$ cat src/rtl/rf_coding_pkg.sv
// Summary of operation
// - Four reader modes exist; exactly one of them is held for each exchange.
// - Type A transmit uses full-depth pauses with modified Miller coding at every speed.
// - Type A bit period is 128, 64, 32 or 16 carrier cycles for 106, 212, 424, 848 kbit/s.
// - Type A receive decodes a carrier/16 subcarrier: Manchester at 106 kbit/s, BPSK above.
// - Manchester card scheme: Manchester both ways, 64 or 32 carrier cycles per bit.
// - Manchester card scheme sends partial-depth ASK and accepts shallow load modulation.
// - Type A: UART and CPU run the RF protocol over this bit stream; a host does the rest.
// - Manchester card scheme: UART and CPU run the protocol; a host runs the application.
`default_nettype none
package rf_coding_pkg;
  typedef enum logic [1:0] {MODE_A, MODE_MAN, MODE_B, MODE_VIC} rf_mode_t;
  typedef enum logic [1:0] {SPD_106, SPD_212, SPD_424, SPD_848} rf_speed_t;
  localparam int PER_W = 14;
  localparam logic [PER_W-1:0] PER_106 = 14'h0080;
  localparam logic [PER_W-1:0] PER_212 = 14'h0040;
  localparam logic [PER_W-1:0] PER_424 = 14'h0020;
  localparam logic [PER_W-1:0] PER_848 = 14'h0010;
  localparam logic [PER_W-1:0] PER_VIC_FAST = 14'h0200;
  localparam logic [PER_W-1:0] PER_VIC_SLOW = 14'h2000;
endpackage : rf_coding_pkg
`default_nettype wire

$ cat src/rtl/rf_line_coding.sv
`default_nettype none
module rf_line_coding #(
  parameter logic [13:0] VIC_SLOW_PERIOD = rf_coding_pkg::PER_VIC_SLOW
) (
  input wire logic clk,
  input wire logic rst_n,
  input wire logic carrier_tick,
  input wire logic [1:0] mode,
  input wire logic [1:0] speed,
  input wire logic tx_valid,
  output logic tx_ready,
  input wire logic tx_bit,
  input wire logic tx_last,
  output logic tx_mod_r,
  output logic tx_full_depth_r,
  output logic tx_busy,
  input wire logic rx_enable,
  input wire logic rx_env,
  input wire logic rx_phase,
  output logic rx_valid_r,
  output logic rx_bit_r,
  output logic rx_err_r,
  output logic rx_bpsk_r
);
  typedef enum logic [1:0] {ST_IDLE, ST_TX, ST_RX} state_t;
  localparam int PW = rf_coding_pkg::PER_W;

  state_t state_r, state_nxt;
  rf_coding_pkg::rf_mode_t mode_r;
  logic [1:0] speed_r;
  logic cur_bit_r, last_r, prev_one_r, s1_r, s2_r;
  logic [PW-1:0] cnt_w, period_w, half_w, quart_w, per_a_w, per_man_w, per_vic_w;
  logic bit_end, run_w, start_tx, start_rx, take_next, bpsk_w, rx_src, mod_nxt;
  logic miller_w, manch_w, is_a, is_man;

  assign is_a = (mode_r == rf_coding_pkg::MODE_A);
  assign is_man = (mode_r == rf_coding_pkg::MODE_MAN);

  // Period lookup from the held mode and speed
  assign per_a_w = (speed_r == 2'h0) ? rf_coding_pkg::PER_106 :
                   (speed_r == 2'h1) ? rf_coding_pkg::PER_212 :
                   (speed_r == 2'h2) ? rf_coding_pkg::PER_424 : rf_coding_pkg::PER_848;
  // Out-of-range speeds fold onto the nearest supported rate
  assign per_man_w = speed_r[1] ? rf_coding_pkg::PER_424 : rf_coding_pkg::PER_212;
  assign per_vic_w = (speed_r == 2'h0) ? VIC_SLOW_PERIOD : rf_coding_pkg::PER_VIC_FAST;
  assign period_w = is_man ? per_man_w :
                    (mode_r == rf_coding_pkg::MODE_VIC) ? per_vic_w : per_a_w;
  assign half_w = period_w >> 1;
  assign quart_w = period_w >> 2;

  assign run_w = (state_r != ST_IDLE);
  bit_timer #(.W(PW)) u_timer (
    .clk(clk),
    .rst_n(rst_n),
    .run(run_w),
    .carrier_tick(carrier_tick),
    .period(period_w),
    .cnt_r(cnt_w),
    .bit_end(bit_end)
  );

  // Stream hand-off toward the framing UART
  assign start_tx = (state_r == ST_IDLE) && tx_valid;
  assign start_rx = (state_r == ST_IDLE) && !tx_valid && rx_enable;
  assign take_next = (state_r == ST_TX) && bit_end && !last_r && tx_valid;
  assign tx_ready = (state_r == ST_IDLE) || ((state_r == ST_TX) && bit_end && !last_r);
  assign tx_busy = (state_r == ST_TX);

  always_comb begin
    state_nxt = state_r;
    case (state_r)
      ST_IDLE: begin
        if (start_tx) begin
          state_nxt = ST_TX;
        end else if (start_rx) begin
          state_nxt = ST_RX;
        end
      end
      ST_TX: begin
        // An underrun ends the frame rather than stretching a bit
        if (bit_end && (last_r || !tx_valid)) begin
          state_nxt = ST_IDLE;
        end
      end
      ST_RX: begin
        if (!rx_enable) begin
          state_nxt = ST_IDLE;
        end
      end
      default: state_nxt = ST_IDLE;
    endcase
  end

  // Mode and speed are captured once per exchange
  always_ff @(posedge clk or negedge rst_n) begin
    if (!rst_n) begin
      state_r <= ST_IDLE;
      mode_r <= rf_coding_pkg::MODE_A;
      speed_r <= 2'h0;
    end else begin
      state_r <= state_nxt;
      if (start_tx || start_rx) begin
        mode_r <= rf_coding_pkg::rf_mode_t'(mode);
        speed_r <= speed;
      end
    end
  end

  always_ff @(posedge clk or negedge rst_n) begin
    if (!rst_n) begin
      cur_bit_r <= 1'b0;
      last_r <= 1'b0;
      prev_one_r <= 1'b0;
    end else if (start_tx || take_next) begin
      cur_bit_r <= tx_bit;
      last_r <= tx_last;
      // Clear at frame start so a leading zero gets its start pause
      prev_one_r <= start_tx ? 1'b0 : cur_bit_r;
    end
  end

  // Modified Miller: one pauses mid-bit, zero pauses at start unless after a one
  assign miller_w = cur_bit_r ? ((cnt_w >= half_w) && (cnt_w < half_w + quart_w)) :
                    (!prev_one_r && (cnt_w < quart_w));
  assign manch_w = cur_bit_r ? (cnt_w < half_w) : (cnt_w >= half_w);
  assign mod_nxt = (state_r != ST_TX) ? 1'b0 :
                   is_a ? miller_w :
                   is_man ? manch_w : !cur_bit_r;

  always_ff @(posedge clk or negedge rst_n) begin
    if (!rst_n) begin
      tx_mod_r <= 1'b0;
      tx_full_depth_r <= 1'b0;
    end else begin
      tx_mod_r <= mod_nxt;
      tx_full_depth_r <= is_a;
    end
  end

  // Receive: sample at the quarter and three-quarter points of each bit.
  // The bit grid starts when reception opens; no edge re-alignment is done.
  assign bpsk_w = (is_a && (speed_r != 2'h0)) || (mode_r == rf_coding_pkg::MODE_B);
  assign rx_src = bpsk_w ? rx_phase : rx_env;

  always_ff @(posedge clk or negedge rst_n) begin
    if (!rst_n) begin
      s1_r <= 1'b0;
      s2_r <= 1'b0;
    end else if ((state_r == ST_RX) && carrier_tick) begin
      if (cnt_w == quart_w) begin
        s1_r <= rx_src;
      end
      if (cnt_w == half_w + quart_w) begin
        s2_r <= rx_src;
      end
    end
  end

  always_ff @(posedge clk or negedge rst_n) begin
    if (!rst_n) begin
      rx_valid_r <= 1'b0;
      rx_bit_r <= 1'b0;
      rx_err_r <= 1'b0;
      rx_bpsk_r <= 1'b0;
    end else begin
      rx_valid_r <= (state_r == ST_RX) && bit_end;
      rx_bpsk_r <= bpsk_w;
      if ((state_r == ST_RX) && bit_end) begin
        rx_bit_r <= s1_r;
        // Manchester needs a transition; BPSK must hold phase through the bit
        rx_err_r <= bpsk_w ? (s1_r != s2_r) : (s1_r == s2_r);
      end
    end
  end

  // Assertion helpers: independent count of carrier ticks per bit
  logic [PW-1:0] tk_r;
  always_ff @(posedge clk or negedge rst_n) begin
    if (!rst_n) begin
      tk_r <= '0;
    end else if (!run_w || bit_end) begin
      tk_r <= '0;
    end else if (carrier_tick) begin
      tk_r <= tk_r + 1'b1;
    end
  end
endmodule : rf_line_coding
`default_nettype wire

$ cat src/rtl/bit_timer.sv
`default_nettype none
module bit_timer #(
  parameter int W = 14
) (
  input wire logic clk,
  input wire logic rst_n,
  input wire logic run,
  input wire logic carrier_tick,
  input wire logic [W-1:0] period,
  output logic [W-1:0] cnt_r,
  output logic bit_end
);
  logic [W-1:0] cnt_nxt;

  assign bit_end = run && carrier_tick && (cnt_r == period - 1'b1);
  // Restart at zero on each bit end and while stopped
  assign cnt_nxt = (!run || bit_end) ? '0 : (carrier_tick ? cnt_r + 1'b1 : cnt_r);

  always_ff @(posedge clk or negedge rst_n) begin
    if (!rst_n) begin
      cnt_r <= '0;
    end else begin
      cnt_r <= cnt_nxt;
    end
  end
endmodule : bit_timer
`default_nettype wire

$ cat config.mk
export PLATFORM = sky130hd
export DESIGN_NAME = rf_line_coding
export DESIGN_NICKNAME = d
export VERILOG_FILES = /design/src/rtl/rf_coding_pkg.sv /design/src/rtl/rf_line_coding.sv /design/src/rtl/bit_timer.sv
export SDC_FILE = /design/constraint.sdc
export NUM_CORES = 1
export LEC_CHECK = 0
export BUFFER_PORTS_ARGS = -buffer_cell sky130_fd_sc_hd__buf_2
export CAP_MARGIN = 20
export CORE_MARGIN = 3
export CORE_UTILIZATION = 30
export CTS_CLUSTER_SIZE = 24
export DETAILED_ROUTE_END_ITERATION = 16
export MAX_ROUTING_LAYER = met4
export PLACE_DENSITY = 0.57
export SLEW_MARGIN = 20
export SYNTH_ARGS = -nofsm -noshare
export SYNTH_HDL_FRONTEND = slang
export SYNTH_SLANG_ARGS = --single-unit
export TNS_END_PERCENT = 100
$ cat constraint.sdc
create_clock -name clk -period 5.4 [get_ports clk]
set_input_delay 0.54 -clock clk [delete_from_list [all_inputs] [get_ports clk]]
set_output_delay 0.54 -clock clk [all_outputs]
set_load 0.005 [all_outputs]
==> Word-level counts from Yosys, hierarchy flattened <==
Index checks and enable logic that the tools add are counted.
{ "word_totals": {"regBits": 31, "in_bits": 13, "word_cells": 94, "latch_bits": 0, "n_memories": 0, "ramBits": 0, "rom_bits": 0, "out_inout_bits": 8} }
{ "classes": {"multipliers": 0, "order_cmp": 4, "n_bitwise": 0, "n_shift": 0, "muxes": 22, "add_sub_neg": 3, "div_mod_pow": 0, "n_eq_ne": 16, "n_reduce_logical": 34} }
{ "op_table": {"columns": ["cell", "count"], "rows": [
  ["$mux 14", 5],
  ["$eq 14x14->1", 2],
  ["$add 13x12->14", 1],
  ["$add 14x1->14 const B", 1],
  ["$eq 14x12->1", 1],
  ["$ge 14x13->1", 1],
  ["$logic_and 1x1->1", 14],
  ["$lt 14x12->1", 1],
  ["$lt 14x13->1", 1],
  ["$lt 14x14->1", 1],
  ["$mux 7", 2],
  ["$sub 14x1->14 const B", 1],
  ["$eq 2x2->1 const B", 4],
  ["$mux 1", 8],
  ["$mux 2", 4],
  ["$mux 8", 1],
  ["$eq 2x1->1 const B", 3],
  ["$logic_not 2->1", 3],
  ["$logic_or 1x1->1", 6],
  ["$mux 6", 1],
  ["$pmux 2 s3", 1],
  ["$reduce_bool 2->1", 3],
  ["$logic_not 1->1", 5],
  ["$ne 2x1->1 const B", 2],
  ["other kinds (6)", 7]
]} }

==> Depth between registers and ports, before layout <==
Gate-level depths: netlist of run 1.
{ "logic_depth": {"ltp_word": 13, "mapped_depth": 16} }

==> Modules after synthesis <==
From an unflattened synthesis of run 1, not the netlist that was laid out.
{ "unflattened": {"hier_cells": 324, "hier_area_um2": 2796.4} }
{ "modules_own_cells": {"columns": ["module", "instances", "cells_per_inst", "area_per_inst_um2"], "rows": [
  ["rf_line_coding", 1, 169, 1502.7],
  ["bit_timer", 1, 155, 1293.7]
]} }

==> Worst setup path after synthesis of run 1 <==
No wires, ideal clock.
{ "synth_path": {"kind": "reg-to-reg", "start": "register mode_r[0]", "end": "register tx_mod_r", "n_path_buf": 0, "setup_slack_ns": 2.241, "path_stages_with_launch": 16, "setup_time_ns": 0.099, "t_arrival_ns": 3.060, "required_time_ns": 5.301, "path_cell_list": "dfrtp_1 a21boi_1 nand2_1 inv_1 ha_1 ha_1 a21oi_1 or2_2 nand2_1 ha_1 a21o_1 a21o_1 a21o_1 a2111oi_0 nor3_1 a311oi_1"} }
{ "synth_between": {"elab_chain_cells": 9} }
{ "synth_lines": {"columns": ["item", "line_no", "source"], "rows": [
  ["from (decl)", "rf_line_coding.sv:29", "rf_coding_pkg::rf_mode_t mode_r;"],
  ["from (signal assigned)", "rf_line_coding.sv:98", "mode_r <= rf_coding_pkg::MODE_A;"],
  ["from (signal assigned)", "rf_line_coding.sv:103", "mode_r <= rf_coding_pkg::rf_mode_t'(mode);"],
  ["$eq 2x2->1", "rf_line_coding.sv:47", "(mode_r == rf_coding_pkg::MODE_VIC) ? per_vic_w : per_a_w;"],
  ["$mux 14", "rf_line_coding.sv:47", null],
  ["$mux 14", "rf_line_coding.sv:46", "assign period_w = is_man ? per_man_w :"],
  ["$add 13x12->14", "rf_line_coding.sv:123", "assign miller_w = cur_bit_r ? ((cnt_w >= half_w) && (cnt_w < half_w + quart_w)) :"],
  ["$lt 14x14->1", "rf_line_coding.sv:123", null],
  ["$logic_and 1x1->1", "rf_line_coding.sv:123", null],
  ["$mux 1", "rf_line_coding.sv:123", null],
  ["$mux 1 *", "rf_line_coding.sv:127", "is_a ? miller_w :"],
  ["$mux 1 *", "rf_line_coding.sv:126", "assign mod_nxt = (state_r != ST_TX) ? 1'b0 :"],
  ["via mod_nxt", "rf_line_coding.sv:33", "logic bit_end, run_w, start_tx, start_rx, take_next, bpsk_w, rx_src, mod_nxt;"],
  ["to (signal assigned)", "rf_line_coding.sv:135", "tx_mod_r <= mod_nxt;"],
  ["to (decl)", "rf_line_coding.sv:14", "output logic tx_mod_r,"]
]} }
The timed path passes the listed nets; every way through them passes the cells marked *.
A chain may end at the register's enable or synchronous reset.

==> Worst setup path after layout of run 1 <==
Same ends and word-level chain as after synthesis.

==> qor.json, run 1 <==
{
  "floorplan": {
    "floorplan.die.height_um": 95.7,
    "boundaryPins": 21,
    "rows": 32,
    "initial_core_util": 0.311,
    "die_area_sq_um": 9160,
    "coreArea_sq_um": 7770,
    "die-width_um": 95.7
  },
  "worst_setup_path": {
    "cp_max_fo": 17,
    "crit_start_category": "flip-flop",
    "reg2reg_depth": 15,
    "critical_path_arrival_ps": 3890,
    "setup.worst_path.class": "reg -> reg",
    "setup.worst_path.end_class": "flip-flop",
    "rrSetupSlack_ps": 1700,
    "r2r-start": "mode_r[0]",
    "reg2reg_to": "tx_mod_r",
    "timing.critical_path.slowest_cell_delay_ps": 540,
    "crit_path_cell_trace": "a21boi_1 > nand2_1 > inv_1 > ha_1 > ha_1 > a21oi_1 > or2_2 > nand2_1 > ha_1 > a21o_1 > a21o_1 > a21o_1 > a2111oi_0 > nor3_1 > a311oi_1",
    "cp.required_ps": 5590,
    "slowest_cell_on_the_critical_path": "sky130_fd_sc_hd__dfrtp_1"
  },
  "routing": {
    "drt_iter0_markers": 138,
    "route.detailed.wl_per_inst_um": 15.1,
    "detail_route.first_pass.iterations": 4,
    "post_drt_via_cell_ratio": 5.12,
    "routed_wire_length_mm": 5.82,
    "vias": 1970,
    "drc": 0,
    "ant_nets": 0
  },
  "layout": {
    "finish.net_count": 319,
    "antennaDiodeCount": 0,
    "layout-drive-gt1-share": 0.152,
    "syn2layout_area_growth_pct": 10.3
  },
  "placed_design": {
    "place_hpwl_mm": 4.52,
    "gpl.final_weighted_congestion": 0.932,
    "io_buffer_count": 20,
    "dp_worst_setup_slack_ps": 1730
  },
  "synthesis": {
    "synth_area_leader_cell": "sky130_fd_sc_hd__dfrtp_1",
    "synthDominantCellAreaShare": 0.321,
    "synth-edff-count": 0,
    "synth_flop_cell": "sky130_fd_sc_hd__dfrtp_1",
    "share_of_synthesized_area_occupied_by_flip_flops_and_latches": 0.321,
    "netlist_instances": 268,
    "synth_cell_type_count": 53,
    "post_synth_net_total": 304,
    "synth.cell_area_sq_um": 2410,
    "ys_async_sr_fraction": 1.00,
    "synth.avg_cell_area_sq_um": 9.01,
    "ys.warnings.count": 0,
    "synth.most_common_cell": "sky130_fd_sc_hd__dfrtp_1",
    "synthTopCellsByCount": "sky130_fd_sc_hd__dfrtp_1, sky130_fd_sc_hd__nor2_1, sky130_fd_sc_hd__nand2_1",
    "synthTopCellsByArea": "sky130_fd_sc_hd__dfrtp_1, sky130_fd_sc_hd__ha_1, sky130_fd_sc_hd__xnor2_1, sky130_fd_sc_hd__nor2_1, sky130_fd_sc_hd__mux2_2",
    "ys_ff_latch": 31
  },
  "sta": {
    "grt_setup_unrepaired": "no",
    "timing.fmax_mhz": 270,
    "max_slew_margin": 0.439,
    "final-setup-viol-count": 0,
    "finalHoldViolCount": 0,
    "slew_violations": 0,
    "finalSetupTns_ps": 0,
    "clock_skew_ps": 4.12,
    "finalWorstPathRequiredPeriod_ps": 3700,
    "worst_slack_ps": 1700,
    "fin_crit_sh": 0.685,
    "worst-slew-pin-transition_ps": 842
  },
  "global_route": {
    "antenna_found_initial": 0,
    "grt_pass1_wl_mm": 9.83,
    "number_of_global_route_vias_before_repair": 1992,
    "total_routing_resource_utilization_after_global_routing": 0.142,
    "grt-ovfl-total": 0,
    "grt_max_degree": 32
  },
  "cts": {
    "cts-hold-fix-buffers": 0,
    "cts_buffer_depth": 2,
    "maximum_level_of_the_cts_h_tree": 2,
    "cts.repair.resized": 0,
    "cts_sinks": 31,
    "cts_root_buffer": "sky130_fd_sc_hd__clkbuf_8",
    "cts_inserted_buffers": 5,
    "tritoncts_clock_tree": "yes",
    "cts_clock_pin_slew_for_the_worst_setup_and_hold_paths_ps": 70,
    "worstSkewPairLatency_ps": 280,
    "post_cts.repair.setup_buffers": 0
  },
  "flow_run": {
    "cap_violations": 0
  },
  "pwr": {
    "leakage_power_summed_over_all_cells_nw": 1.25,
    "power_per_cell_area_nw_per_um2": 531,
    "vdd_drop_max_mv": 0.219
  },
  "hold_path": {
    "timing.hold.worst.class": "in -> async"
  },
  "run_status": {
    "outcome": "finished clean"
  }
}
-- routing by layer --
layer,share of wire,track usage,vias up
li1,-,-,982
met1,0.47,0.184,947
met2,0.48,0.224,34
met3,0.038,0.0266,7
met4,0.015,0.0438,0
met5,0,-,-
-- worst max-delay path: cells and delay by family (launching register included) --
kind                       cells  cell delay (ps)
DFF                            1              540
AOI/OAI and AO/OA              7             1690
buffers and inverters          1              100
adders and majority gates      3              590
and+or+nand+nor                4              690
-- cell usage in the layout, fill, tap and decap left out, types with 7 or more instances in the layout --
cell | netlist | final
sky130_fd_sc_hd__ha_1 | 23 | 23
sky130_fd_sc_hd__nor3_1 | 9 | 9
sky130_fd_sc_hd__nor2_1 | 30 | 30
sky130_fd_sc_hd__a21oi_1 | 7 | 7
sky130_fd_sc_hd__mux2_2 | 9 | 9
sky130_fd_sc_hd__inv_1 | 15 | 15
sky130_fd_sc_hd__dfrtp_1 | 31 | 31
sky130_fd_sc_hd__buf_2 | 2 | 20
sky130_fd_sc_hd__xnor2_1 | 16 | 16
sky130_fd_sc_hd__nand4_1 | 9 | 9
sky130_fd_sc_hd__nand2_1 | 26 | 26
-- power by group --
part	switching (mW)	total, mW	internal [mW]
logic	0.450	0.831	0.382
clock network	0.0850	0.185	0.0999
registers	0.109	0.398	0.288
-- sequential cells by signal, summed over array words and instances, names as in the netlist --
register	count
u_timer.cnt_r	14
mode_r	2
speed_r	2
state_r	2
cur_bit_r	1
last_r	1
prev_one_r	1
rx_bit_r	1
rx_bpsk_r	1
rx_err_r	1
rx_valid_r	1
s1_r	1
s2_r	1
tx_full_depth_r	1
tx_mod_r	1
-- final cells by class --
cell class | instances | area, sq um
Multi-Input combinational cell | 209 | 1510
Sequential cell | 31 | 776
Fill cell | 849 | 5100
Timing Repair Buffer | 20 | 100
Clock inverter | 1 | 5.00
Clock buffer | 6 | 82.6
Tap cell | 102 | 128
Inverter | 16 | 65.1
-- cells by family after synthesis --
group           share of synthesized area
simple gates                        0.245
compound gates                      0.110
flops                               0.321
buf+inv                            0.0544
xor+xnor                           0.0865
fa+ha+maj                           0.119
mux                                0.0632
-- stage by stage --
step | util | cells | hold WS (ps) | cell area (sq um) | total power, mW
floorplan | - | 268 | 244 | 2410 | 1.05
global placement | 0.332 | 378 | 486 | 2580 | 1.21
detailed placement | 0.332 | 378 | 493 | 2580 | 1.23
CTS | 0.343 | 385 | 333 | 2660 | 1.43
global route | 0.343 | 385 | 356 | 2660 | 1.57
finish | 0.343 | 385 | 311 | 2660 | 1.41
-- worst max-delay path by stage --
stage                    from        to
finish              mode_r[0]  tx_mod_r
global route        mode_r[0]  tx_mod_r
CTS                 mode_r[0]  tx_mod_r
detailed placement  mode_r[0]  tx_mod_r
global placement    mode_r[0]  tx_mod_r
floorplan           mode_r[0]  tx_mod_r
No activity file was read; power rests on OpenSTA's default activity.
==> run 2, diff against run 1 <==
- clock period: 5.4 -> 3.8 ns (I/O delays scaled with it)
==> qor.json, run 2 (same netlist as run 1, synthesis figures left out) <==
{
  "worst_setup_path": {
    "setup.worst_path.end_class": "flip-flop",
    "cp.required": {"value": 3990, "unit": "ps", "change": "-1600 ps"},
    "setup.worst_path.class": "reg -> reg",
    "critical_path_arrival": {"value": 3740, "unit": "ps", "change": "-150 ps"},
    "cp_max_fo": {"value": 12, "change": "-5"},
    "reg2reg_depth": {"value": 14, "change": "-1"},
    "crit_start_category": "flip-flop",
    "reg2reg_to": "tx_mod_r",
    "rrSetupSlack": {"value": 260, "unit": "ps", "change": "-1440 ps"},
    "r2r-start": "mode_r[0]"
  },
  "flow_run": {
    "cap_violations": {"value": 0, "change": "unchanged"}
  },
  "global_route": {
    "antenna_found_initial": {"value": 0, "change": "unchanged"},
    "grt_pass1_wl": {"value": 10.1, "unit": "mm", "change": "+3.0%"},
    "grt-ovfl-total": {"value": 0, "change": "unchanged"},
    "grt_max_degree": {"value": 32, "change": "unchanged"},
    "total_routing_resource_utilization_after_global_routing": {"value": 0.145, "change": "+0.00323"},
    "number_of_global_route_vias_before_repair": {"value": 2044, "change": "+2.6%"}
  },
  "placed_design": {
    "place_hpwl": {"value": 4.57, "unit": "mm", "change": "+1.1%"},
    "dp.cells": {"value": 382, "change": "+1.1%"},
    "gpl.final_weighted_congestion": {"value": 0.895, "change": "-4.0%"},
    "io_buffer_count": {"value": 20, "change": "unchanged"},
    "dp_worst_setup_slack": {"value": 94.1, "unit": "ps", "change": "-1640 ps"}
  },
  "floorplan": {
    "coreArea": {"value": 7770, "unit": "sq um", "change": "unchanged"},
    "floorplan.die.height": {"value": 95.7, "unit": "um", "change": "unchanged"},
    "rows": {"value": 32, "change": "unchanged"},
    "initial_core_util": {"value": 0.311, "change": "unchanged"},
    "die_area": {"value": 9160, "unit": "sq um", "change": "unchanged"},
    "boundaryPins": {"value": 21, "change": "unchanged"},
    "die-width": {"value": 95.7, "unit": "um", "change": "unchanged"}
  },
  "pwr": {
    "portion_of_total_power_attributed_to_sequential_cells": {"value": 0.263, "change": "-0.018"},
    "power.switching": {"value": 0.939, "unit": "mW", "change": "+46%"},
    "part_of_the_power_in_the_clock_network": {"value": 0.152, "change": "+0.021"},
    "vdd_drop_max": {"value": 0.360, "unit": "mV", "change": "+65%"},
    "netSwitchingFraction": {"value": 0.447, "change": "-0.00881"},
    "leakage_power_summed_over_all_cells": {"value": 1.27, "unit": "nW", "change": "+2.1%"},
    "power.internal": {"value": 1.16, "unit": "mW", "change": "+51%"},
    "combinationalPowerShare": {"value": 0.585, "change": "-0.003"},
    "power_per_cell_area": {"value": 774, "unit": "nW/um^2", "change": "+46%"}
  },
  "routing": {
    "routed_wire_length": {"value": 5.95, "unit": "mm", "change": "+2.4%"},
    "drt_iter0_markers": {"value": 198, "change": "+43%"},
    "vias": {"value": 2030, "change": "+3.0%"},
    "route.detailed.wl_per_inst": {"value": 15.3, "unit": "um", "change": "+1.3%"},
    "post_drt_via_cell_ratio": {"value": 5.22, "change": "+2.0%"},
    "drc": {"value": 0, "change": "unchanged"},
    "detail_route.first_pass.iterations": {"value": 4, "change": "unchanged"},
    "ant_nets": {"value": 0, "change": "unchanged"}
  },
  "layout": {
    "multiInputGateArea": {"value": 1510, "unit": "sq um", "change": "+0.41%"},
    "finish.net_count": {"value": 323, "change": "+1.3%"},
    "final_util": {"value": 0.350, "change": "+0.00660"},
    "largest-register": "u_timer.cnt_r",
    "layout_common_cells": "sky130_fd_sc_hd__dfrtp_1, sky130_fd_sc_hd__nor2_1, sky130_fd_sc_hd__nand2_1",
    "largest_register_ffs": {"value": 14, "change": "unchanged"},
    "area.sequential": {"value": 776, "unit": "sq um", "change": "unchanged"},
    "syn2layout_area_growth_pct": 12.4,
    "layout.filler_cells": {"value": 839, "change": "-1.2%"},
    "final_common_cell": "sky130_fd_sc_hd__dfrtp_1",
    "layout-drive-gt1-share": {"value": 0.164, "change": "+0.0118"},
    "antennaDiodeCount": {"value": 0, "change": "unchanged"},
    "final-instance-count-excl-fill": {"value": 389, "change": "+1.0%"}
  },
  "sta": {
    "final-setup-viol-count": {"value": 0, "change": "unchanged"},
    "worst_hold_slack": {"value": 146, "unit": "ps", "change": "-165 ps"},
    "clock_skew": {"value": 4.03, "unit": "ps", "change": "-0.0870 ps"},
    "worst-slew-pin-transition": {"value": 730, "unit": "ps", "change": "-111 ps"},
    "timing.fmax": {"value": 282, "unit": "MHz", "change": "+4.4%"},
    "finalSetupTns": {"value": 0, "unit": "ps", "change": "unchanged"},
    "finalWorstPathRequiredPeriod": {"value": 3540, "unit": "ps", "change": "-155 ps"},
    "max_slew_margin": {"value": 0.513, "change": "+0.0742"},
    "finalHoldViolCount": {"value": 0, "change": "unchanged"},
    "worst_slack": {"value": 257, "unit": "ps", "change": "-1440 ps"},
    "grt_setup_unrepaired": "no",
    "fin_crit_sh": {"value": 0.932, "change": "+0.248"},
    "slew_violations": {"value": 0, "change": "unchanged"}
  },
  "cts": {
    "worstSkewPairLatency": {"value": 280, "unit": "ps", "change": "about the same"},
    "cts_buffer_depth": {"value": 2, "change": "unchanged"},
    "tritoncts_clock_tree": "yes",
    "cts_sinks": {"value": 31, "change": "unchanged"},
    "cts_inserted_buffers": {"value": 5, "change": "unchanged"},
    "cts-hold-fix-buffers": {"value": 0, "change": "unchanged"},
    "maximum_level_of_the_cts_h_tree": {"value": 2, "change": "unchanged"},
    "cts_root_buffer": "sky130_fd_sc_hd__clkbuf_8",
    "cts_clock_pin_slew_for_the_worst_setup_and_hold_paths": {"value": 70, "unit": "ps", "change": "about the same"}
  },
  "hold_path": {
    "timing.hold.worst.class": "in -> async"
  },
  "run_status": {
    "outcome": "finished clean"
  }
}
==> run 2: through the flow <==
stage | area (sq um) | power [mW]
floorplan | 2410 | 1.49
global placement | 2610 | 1.75
detailed placement | 2610 | 1.77
CTS | 2710 | 2.10
global route | 2720 | 2.31
finish | 2720 | 2.10
==> run 2: power by group through the flow <==
stage | logic [mW] | registers (mW) | clock network (mW)
2_1_floorplan | 1.01 | 0.482 | 0
3_3_place_gp | 1.20 | 0.555 | 0
3_5_place_dp | 1.21 | 0.557 | 0
4_1_cts | 1.22 | 0.551 | 0.325
5_1_grt | 1.40 | 0.569 | 0.341
6_report | 1.23 | 0.553 | 0.319
==> run 2: worst max path at each step <==
stage | end | slack, ps | cells past startpoint | start
floorplan | tx_mod_r | 640 | 15 | mode_r[0]
global placement | tx_mod_r | 180 | 14 | mode_r[0]
detailed placement | tx_mod_r | 90 | 14 | mode_r[0]
CTS | tx_mod_r | 70 | 14 | mode_r[0]
global route | tx_mod_r | 50 | 14 | mode_r[0]
finish | tx_mod_r | 260 | 14 | mode_r[0]
==> run 2: final cells by class <==
type | count | area share
clock buffers | 6 | 0.0267
multi-input cells | 209 | 0.558
inverters | 16 | 0.0240
well taps | 102 | 0.0470
clock inverters | 1 | 0.0111
flip-flops and latches | 31 | 0.286
repair buffers | 24 | 0.0479
==> run 2: worst max-delay path, stage by stage (launching register included) <==
cell and delay [ps]:
sky130_fd_sc_hd__dfrtp_1 490, sky130_fd_sc_hd__and2_4 220, sky130_fd_sc_hd__or3_1 500, sky130_fd_sc_hd__nand2_1 150
sky130_fd_sc_hd__ha_1 190, sky130_fd_sc_hd__a21oi_1 90, sky130_fd_sc_hd__or2_2 290, sky130_fd_sc_hd__nand2_1 70
sky130_fd_sc_hd__ha_1 230, sky130_fd_sc_hd__a21o_1 150, sky130_fd_sc_hd__a21o_1 160, sky130_fd_sc_hd__a21o_1 180
sky130_fd_sc_hd__a2111oi_2 430, sky130_fd_sc_hd__nor3_1 100, sky130_fd_sc_hd__a311oi_1 200
==> run 2: repair_timing <==
item | CTS | global route
resized for setup | 0 | 2
setup endpoints to repair | 0 | 1
setup buffers | 0 | 0
==> run 2: routing by layer <==
metal | track usage | vias to the layer above | part of all wire
met4 | 0.0403 | 0 | 0.012
met5 | - | - | 0
met2 | 0.227 | 42 | 0.46
li1 | - | 997 | -
met1 | 0.194 | 982 | 0.49
met3 | 0.0227 | 9 | 0.030
==> run 3, diff against run 2 <==
- BUFFER_PORTS_ARGS: -buffer_cell sky130_fd_sc_hd__buf_2 -> default
- CORE_ASPECT_RATIO: default -> 1.4
- DONT_BUFFER_PORTS: default -> 1
- PLACE_DENSITY: 0.57 -> 0.55
==> qor.json, run 3 (same netlist as run 1, synthesis figures left out) <==
{
  "worst_setup_path": {
    "reg2reg_depth": {"value": 15, "change": "+1"},
    "setup.worst_path.class": "reg -> reg",
    "critical_path_arrival": {"value": 3710, "unit": "ps", "change": "-30 ps"},
    "worst_setup_path_startpoint": "mode_r[0]",
    "setup.worst_path.end_class": "flip-flop",
    "rrSetupSlack": {"value": 290, "unit": "ps", "change": "+30 ps"},
    "setup.worst_path.end": "tx_mod_r",
    "reg2reg_to": "tx_mod_r",
    "cp.required": {"value": 3990, "unit": "ps", "change": "about the same"},
    "r2r-start": "mode_r[0]",
    "cp_max_fo": {"value": 11, "change": "-1"},
    "crit_start_category": "flip-flop"
  },
  "floorplan": {
    "initial_core_util": {"value": 0.310, "change": "-0.00120"},
    "die-width": {"value": 81.8, "unit": "um", "change": "-15%"},
    "rows": {"value": 38, "change": "+19%"},
    "die_area": {"value": 9180, "unit": "sq um", "change": "+0.16%"},
    "boundaryPins": {"value": 21, "change": "unchanged"},
    "floorplan.die.height": {"value": 112, "unit": "um", "change": "+17%"},
    "coreArea": {"value": 7800, "unit": "sq um", "change": "+0.39%"}
  },
  "layout": {
    "multiInputGateArea": {"value": 1520, "unit": "sq um", "change": "+0.33%"},
    "layout.filler_cells": {"value": 840, "change": "+0.12%"},
    "syn2layout_area_growth_pct": 10.3,
    "finish.net_count": {"value": 305, "change": "-5.6%"},
    "largest-register": "u_timer.cnt_r",
    "layout_common_cells": "sky130_fd_sc_hd__dfrtp_1, sky130_fd_sc_hd__nor2_1, sky130_fd_sc_hd__nand2_1",
    "largest_register_ffs": {"value": 14, "change": "unchanged"},
    "antennaDiodeCount": {"value": 0, "change": "unchanged"},
    "design_area": {"value": 2660, "unit": "sq um", "change": "-1.9%"},
    "final_common_cell": "sky130_fd_sc_hd__dfrtp_1",
    "area.sequential": {"value": 776, "unit": "sq um", "change": "unchanged"},
    "layout-drive-gt1-share": {"value": 0.115, "change": "-0.0489"}
  },
  "cts": {
    "tritoncts_clock_tree": "yes",
    "cts_clock_pin_slew_for_the_worst_setup_and_hold_paths": {"value": 70, "unit": "ps", "change": "about the same"},
    "cts_buffer_depth": {"value": 2, "change": "unchanged"},
    "cts_sinks": {"value": 31, "change": "unchanged"},
    "post_cts.repair.setup_buffers": {"value": 0, "change": "unchanged"},
    "worstSkewPairLatency": {"value": 290, "unit": "ps", "change": "about the same"},
    "cts_root_buffer": "sky130_fd_sc_hd__clkbuf_8",
    "cts_inserted_buffers": {"value": 5, "change": "unchanged"},
    "maximum_level_of_the_cts_h_tree": {"value": 2, "change": "unchanged"}
  },
  "global_route": {
    "grt-ovfl-total": {"value": 0, "change": "unchanged"},
    "total_routing_resource_utilization_after_global_routing": {"value": 0.150, "change": "+0.00492"},
    "groute.layer.met3.usage": {"value": 0.0241, "change": "+0.00140"},
    "antenna_found_initial": {"value": 0, "change": "unchanged"},
    "grt_util_met1": {"value": 0.172, "change": "-0.0224"},
    "number_of_global_route_vias_before_repair": {"value": 1911, "change": "-6.5%"},
    "globalRoute.busiestLayer": "met2",
    "grt_pass1_wl": {"value": 10.1, "unit": "mm", "change": "-0.54%"},
    "grt_util_met2": {"value": 0.247, "change": "+0.0196"},
    "grt_max_degree": {"value": 32, "change": "unchanged"}
  },
  "routing": {
    "detail_route.first_pass.iterations": {"value": 4, "change": "unchanged"},
    "ant_nets": {"value": 0, "change": "unchanged"},
    "vias": {"value": 1954, "change": "-3.7%"},
    "drc": {"value": 0, "change": "unchanged"},
    "drt_iter0_markers": {"value": 79, "change": "-60%"},
    "routed_wire_length": {"value": 6.22, "unit": "mm", "change": "+4.5%"},
    "route.detailed.wl_per_inst": {"value": 16.8, "unit": "um", "change": "+9.9%"},
    "post_drt_via_cell_ratio": {"value": 5.28, "change": "+1.2%"}
  },
  "sta": {
    "grt_setup_unrepaired": "no",
    "fin_crit_sh": {"value": 0.924, "change": "-0.00837"},
    "timing.fmax": {"value": 285, "unit": "MHz", "change": "+0.91%"},
    "finalWorstPathRequiredPeriod": {"value": 3510, "unit": "ps", "change": "-31.8 ps"},
    "clock_skew": {"value": 3.58, "unit": "ps", "change": "-0.445 ps"},
    "max_slew_margin": {"value": 0.491, "change": "-0.0225"},
    "finalSetupTns": {"value": 0, "unit": "ps", "change": "unchanged"},
    "finalHoldViolCount": {"value": 0, "change": "unchanged"},
    "worst-slew-pin-transition": {"value": 754, "unit": "ps", "change": "+23.1 ps"},
    "slew_violations": {"value": 0, "change": "unchanged"},
    "final-setup-viol-count": {"value": 0, "change": "unchanged"}
  },
  "pwr": {
    "leakage_power_summed_over_all_cells": {"value": 1.22, "unit": "nW", "change": "-4.6%"},
    "vdd_drop_max": {"value": 0.351, "unit": "mV", "change": "-2.5%"},
    "power_per_cell_area": {"value": 801, "unit": "nW/um^2", "change": "+3.5%"}
  },
  "flow_run": {
    "cap_violations": {"value": 0, "change": "unchanged"}
  },
  "placed_design": {
    "io_buffer_count": {"value": 0, "change": "-100%"},
    "gpl.final_weighted_congestion": {"value": 0.938, "change": "+4.7%"},
    "place_hpwl": {"value": 4.84, "unit": "mm", "change": "+5.9%"},
    "post_dp_cell_area": {"value": 2500, "unit": "sq um", "change": "-3.9%"}
  },
  "hold_path": {
    "timing.hold.worst.class": "in -> reg"
  },
  "run_status": {
    "outcome": "finished clean"
  }
}
==> run 3: changes by cell type in the layout (fill, tap and decap cells not counted) <==
cell,before,now
sky130_fd_sc_hd__clkinv_2,0,1
sky130_fd_sc_hd__clkbuf_8,5,6
sky130_fd_sc_hd__dlygate4sd3_1,0,1
sky130_fd_sc_hd__or3_4,0,1
sky130_fd_sc_hd__clkbuf_1,1,0
sky130_fd_sc_hd__buf_12,0,1
sky130_fd_sc_hd__or3_1,3,2
sky130_fd_sc_hd__buf_2,20,0
==> run 3: worst min-delay path by stage <==
stage | startpoint | endpoint | slack (ps) | cells past startpoint
after floorplan | rst_n | cur_bit_r | 80 | 0
after global placement | rst_n | u_timer.cnt_r[11] | 90 | 0
after detailed placement | rst_n | u_timer.cnt_r[11] | 90 | 0
after CTS | tx_bit | cur_bit_r | 210 | 1
after global routing | tx_bit | cur_bit_r | 220 | 1
final | tx_bit | cur_bit_r | 220 | 1
==> run 3: cell type report <==
| class | instances | area share |
|---|---|---|
| flip-flops and latches | 31 | 0.291 |
| repair buffers | 6 | 0.0226 |
| clock inverters | 2 | 0.0132 |
| multi-input cells | 209 | 0.570 |
| clock buffers | 6 | 0.0310 |
| well taps | 100 | 0.0470 |
| inverters | 16 | 0.0244 |
==> run 3: where the power goes <==
group / internal [mW] / switching, mW / total, mW
Clock: 0.212 / 0.131 / 0.343
Sequential: 0.410 / 0.146 / 0.556
Combinational: 0.563 / 0.672 / 1.23
Total: 1.18 / 0.949 / 2.13
==> run 3: critical path, cell delays in order (launching register included) <==
cell and delay (ps):
sky130_fd_sc_hd__dfrtp_1 490, sky130_fd_sc_hd__nand2b_1 270, sky130_fd_sc_hd__nand2_1 210, sky130_fd_sc_hd__inv_1 70, sky130_fd_sc_hd__ha_1 200, sky130_fd_sc_hd__ha_1 230, sky130_fd_sc_hd__a21oi_1 190, sky130_fd_sc_hd__or2_2 150
sky130_fd_sc_hd__nand2_1 50, sky130_fd_sc_hd__ha_1 280, sky130_fd_sc_hd__a21o_1 150, sky130_fd_sc_hd__a21o_1 170, sky130_fd_sc_hd__a21o_1 180, sky130_fd_sc_hd__a2111oi_2 480, sky130_fd_sc_hd__nor3_1 100, sky130_fd_sc_hd__a311oi_1 210
==> run 3: timing repair <==
| item | 4_1_cts | 5_1_grt |
|---|---|---|
| setup endpoints to repair | 1 | 1 |
| gates resized for setup | 1 | 2 |
| cloned | 0 | 0 |
| hold buffers | 2 | 0 |
| endpoints found under the hold margin | 31 | 0 |
| pin swaps | 0 | 0 |
==> run 3: per-layer routing <==
metal / wire (um) / share of wire / vias to the layer above
li1: - / - / 959
met1: 2540 / 0.41 / 946
met2: 3300 / 0.53 / 35
met3: 192 / 0.031 / 14
met4: 193 / 0.031 / 0
met5: 0 / 0 / -
==> run 3: stage by stage <==
stage	cells	hold slack (ps)	worst slack, ps	utilization	power [mW]
6_report	370	217	289	0.341	2.13
3_5_place_dp	360	85.3	-36.4	0.321	1.76
2_1_floorplan	268	84.4	641	-	1.49
5_1_grt	370	216	42.4	0.341	2.33
3_3_place_gp	360	85.3	83.7	0.321	1.74
4_1_cts	370	212	57.1	0.340	2.12
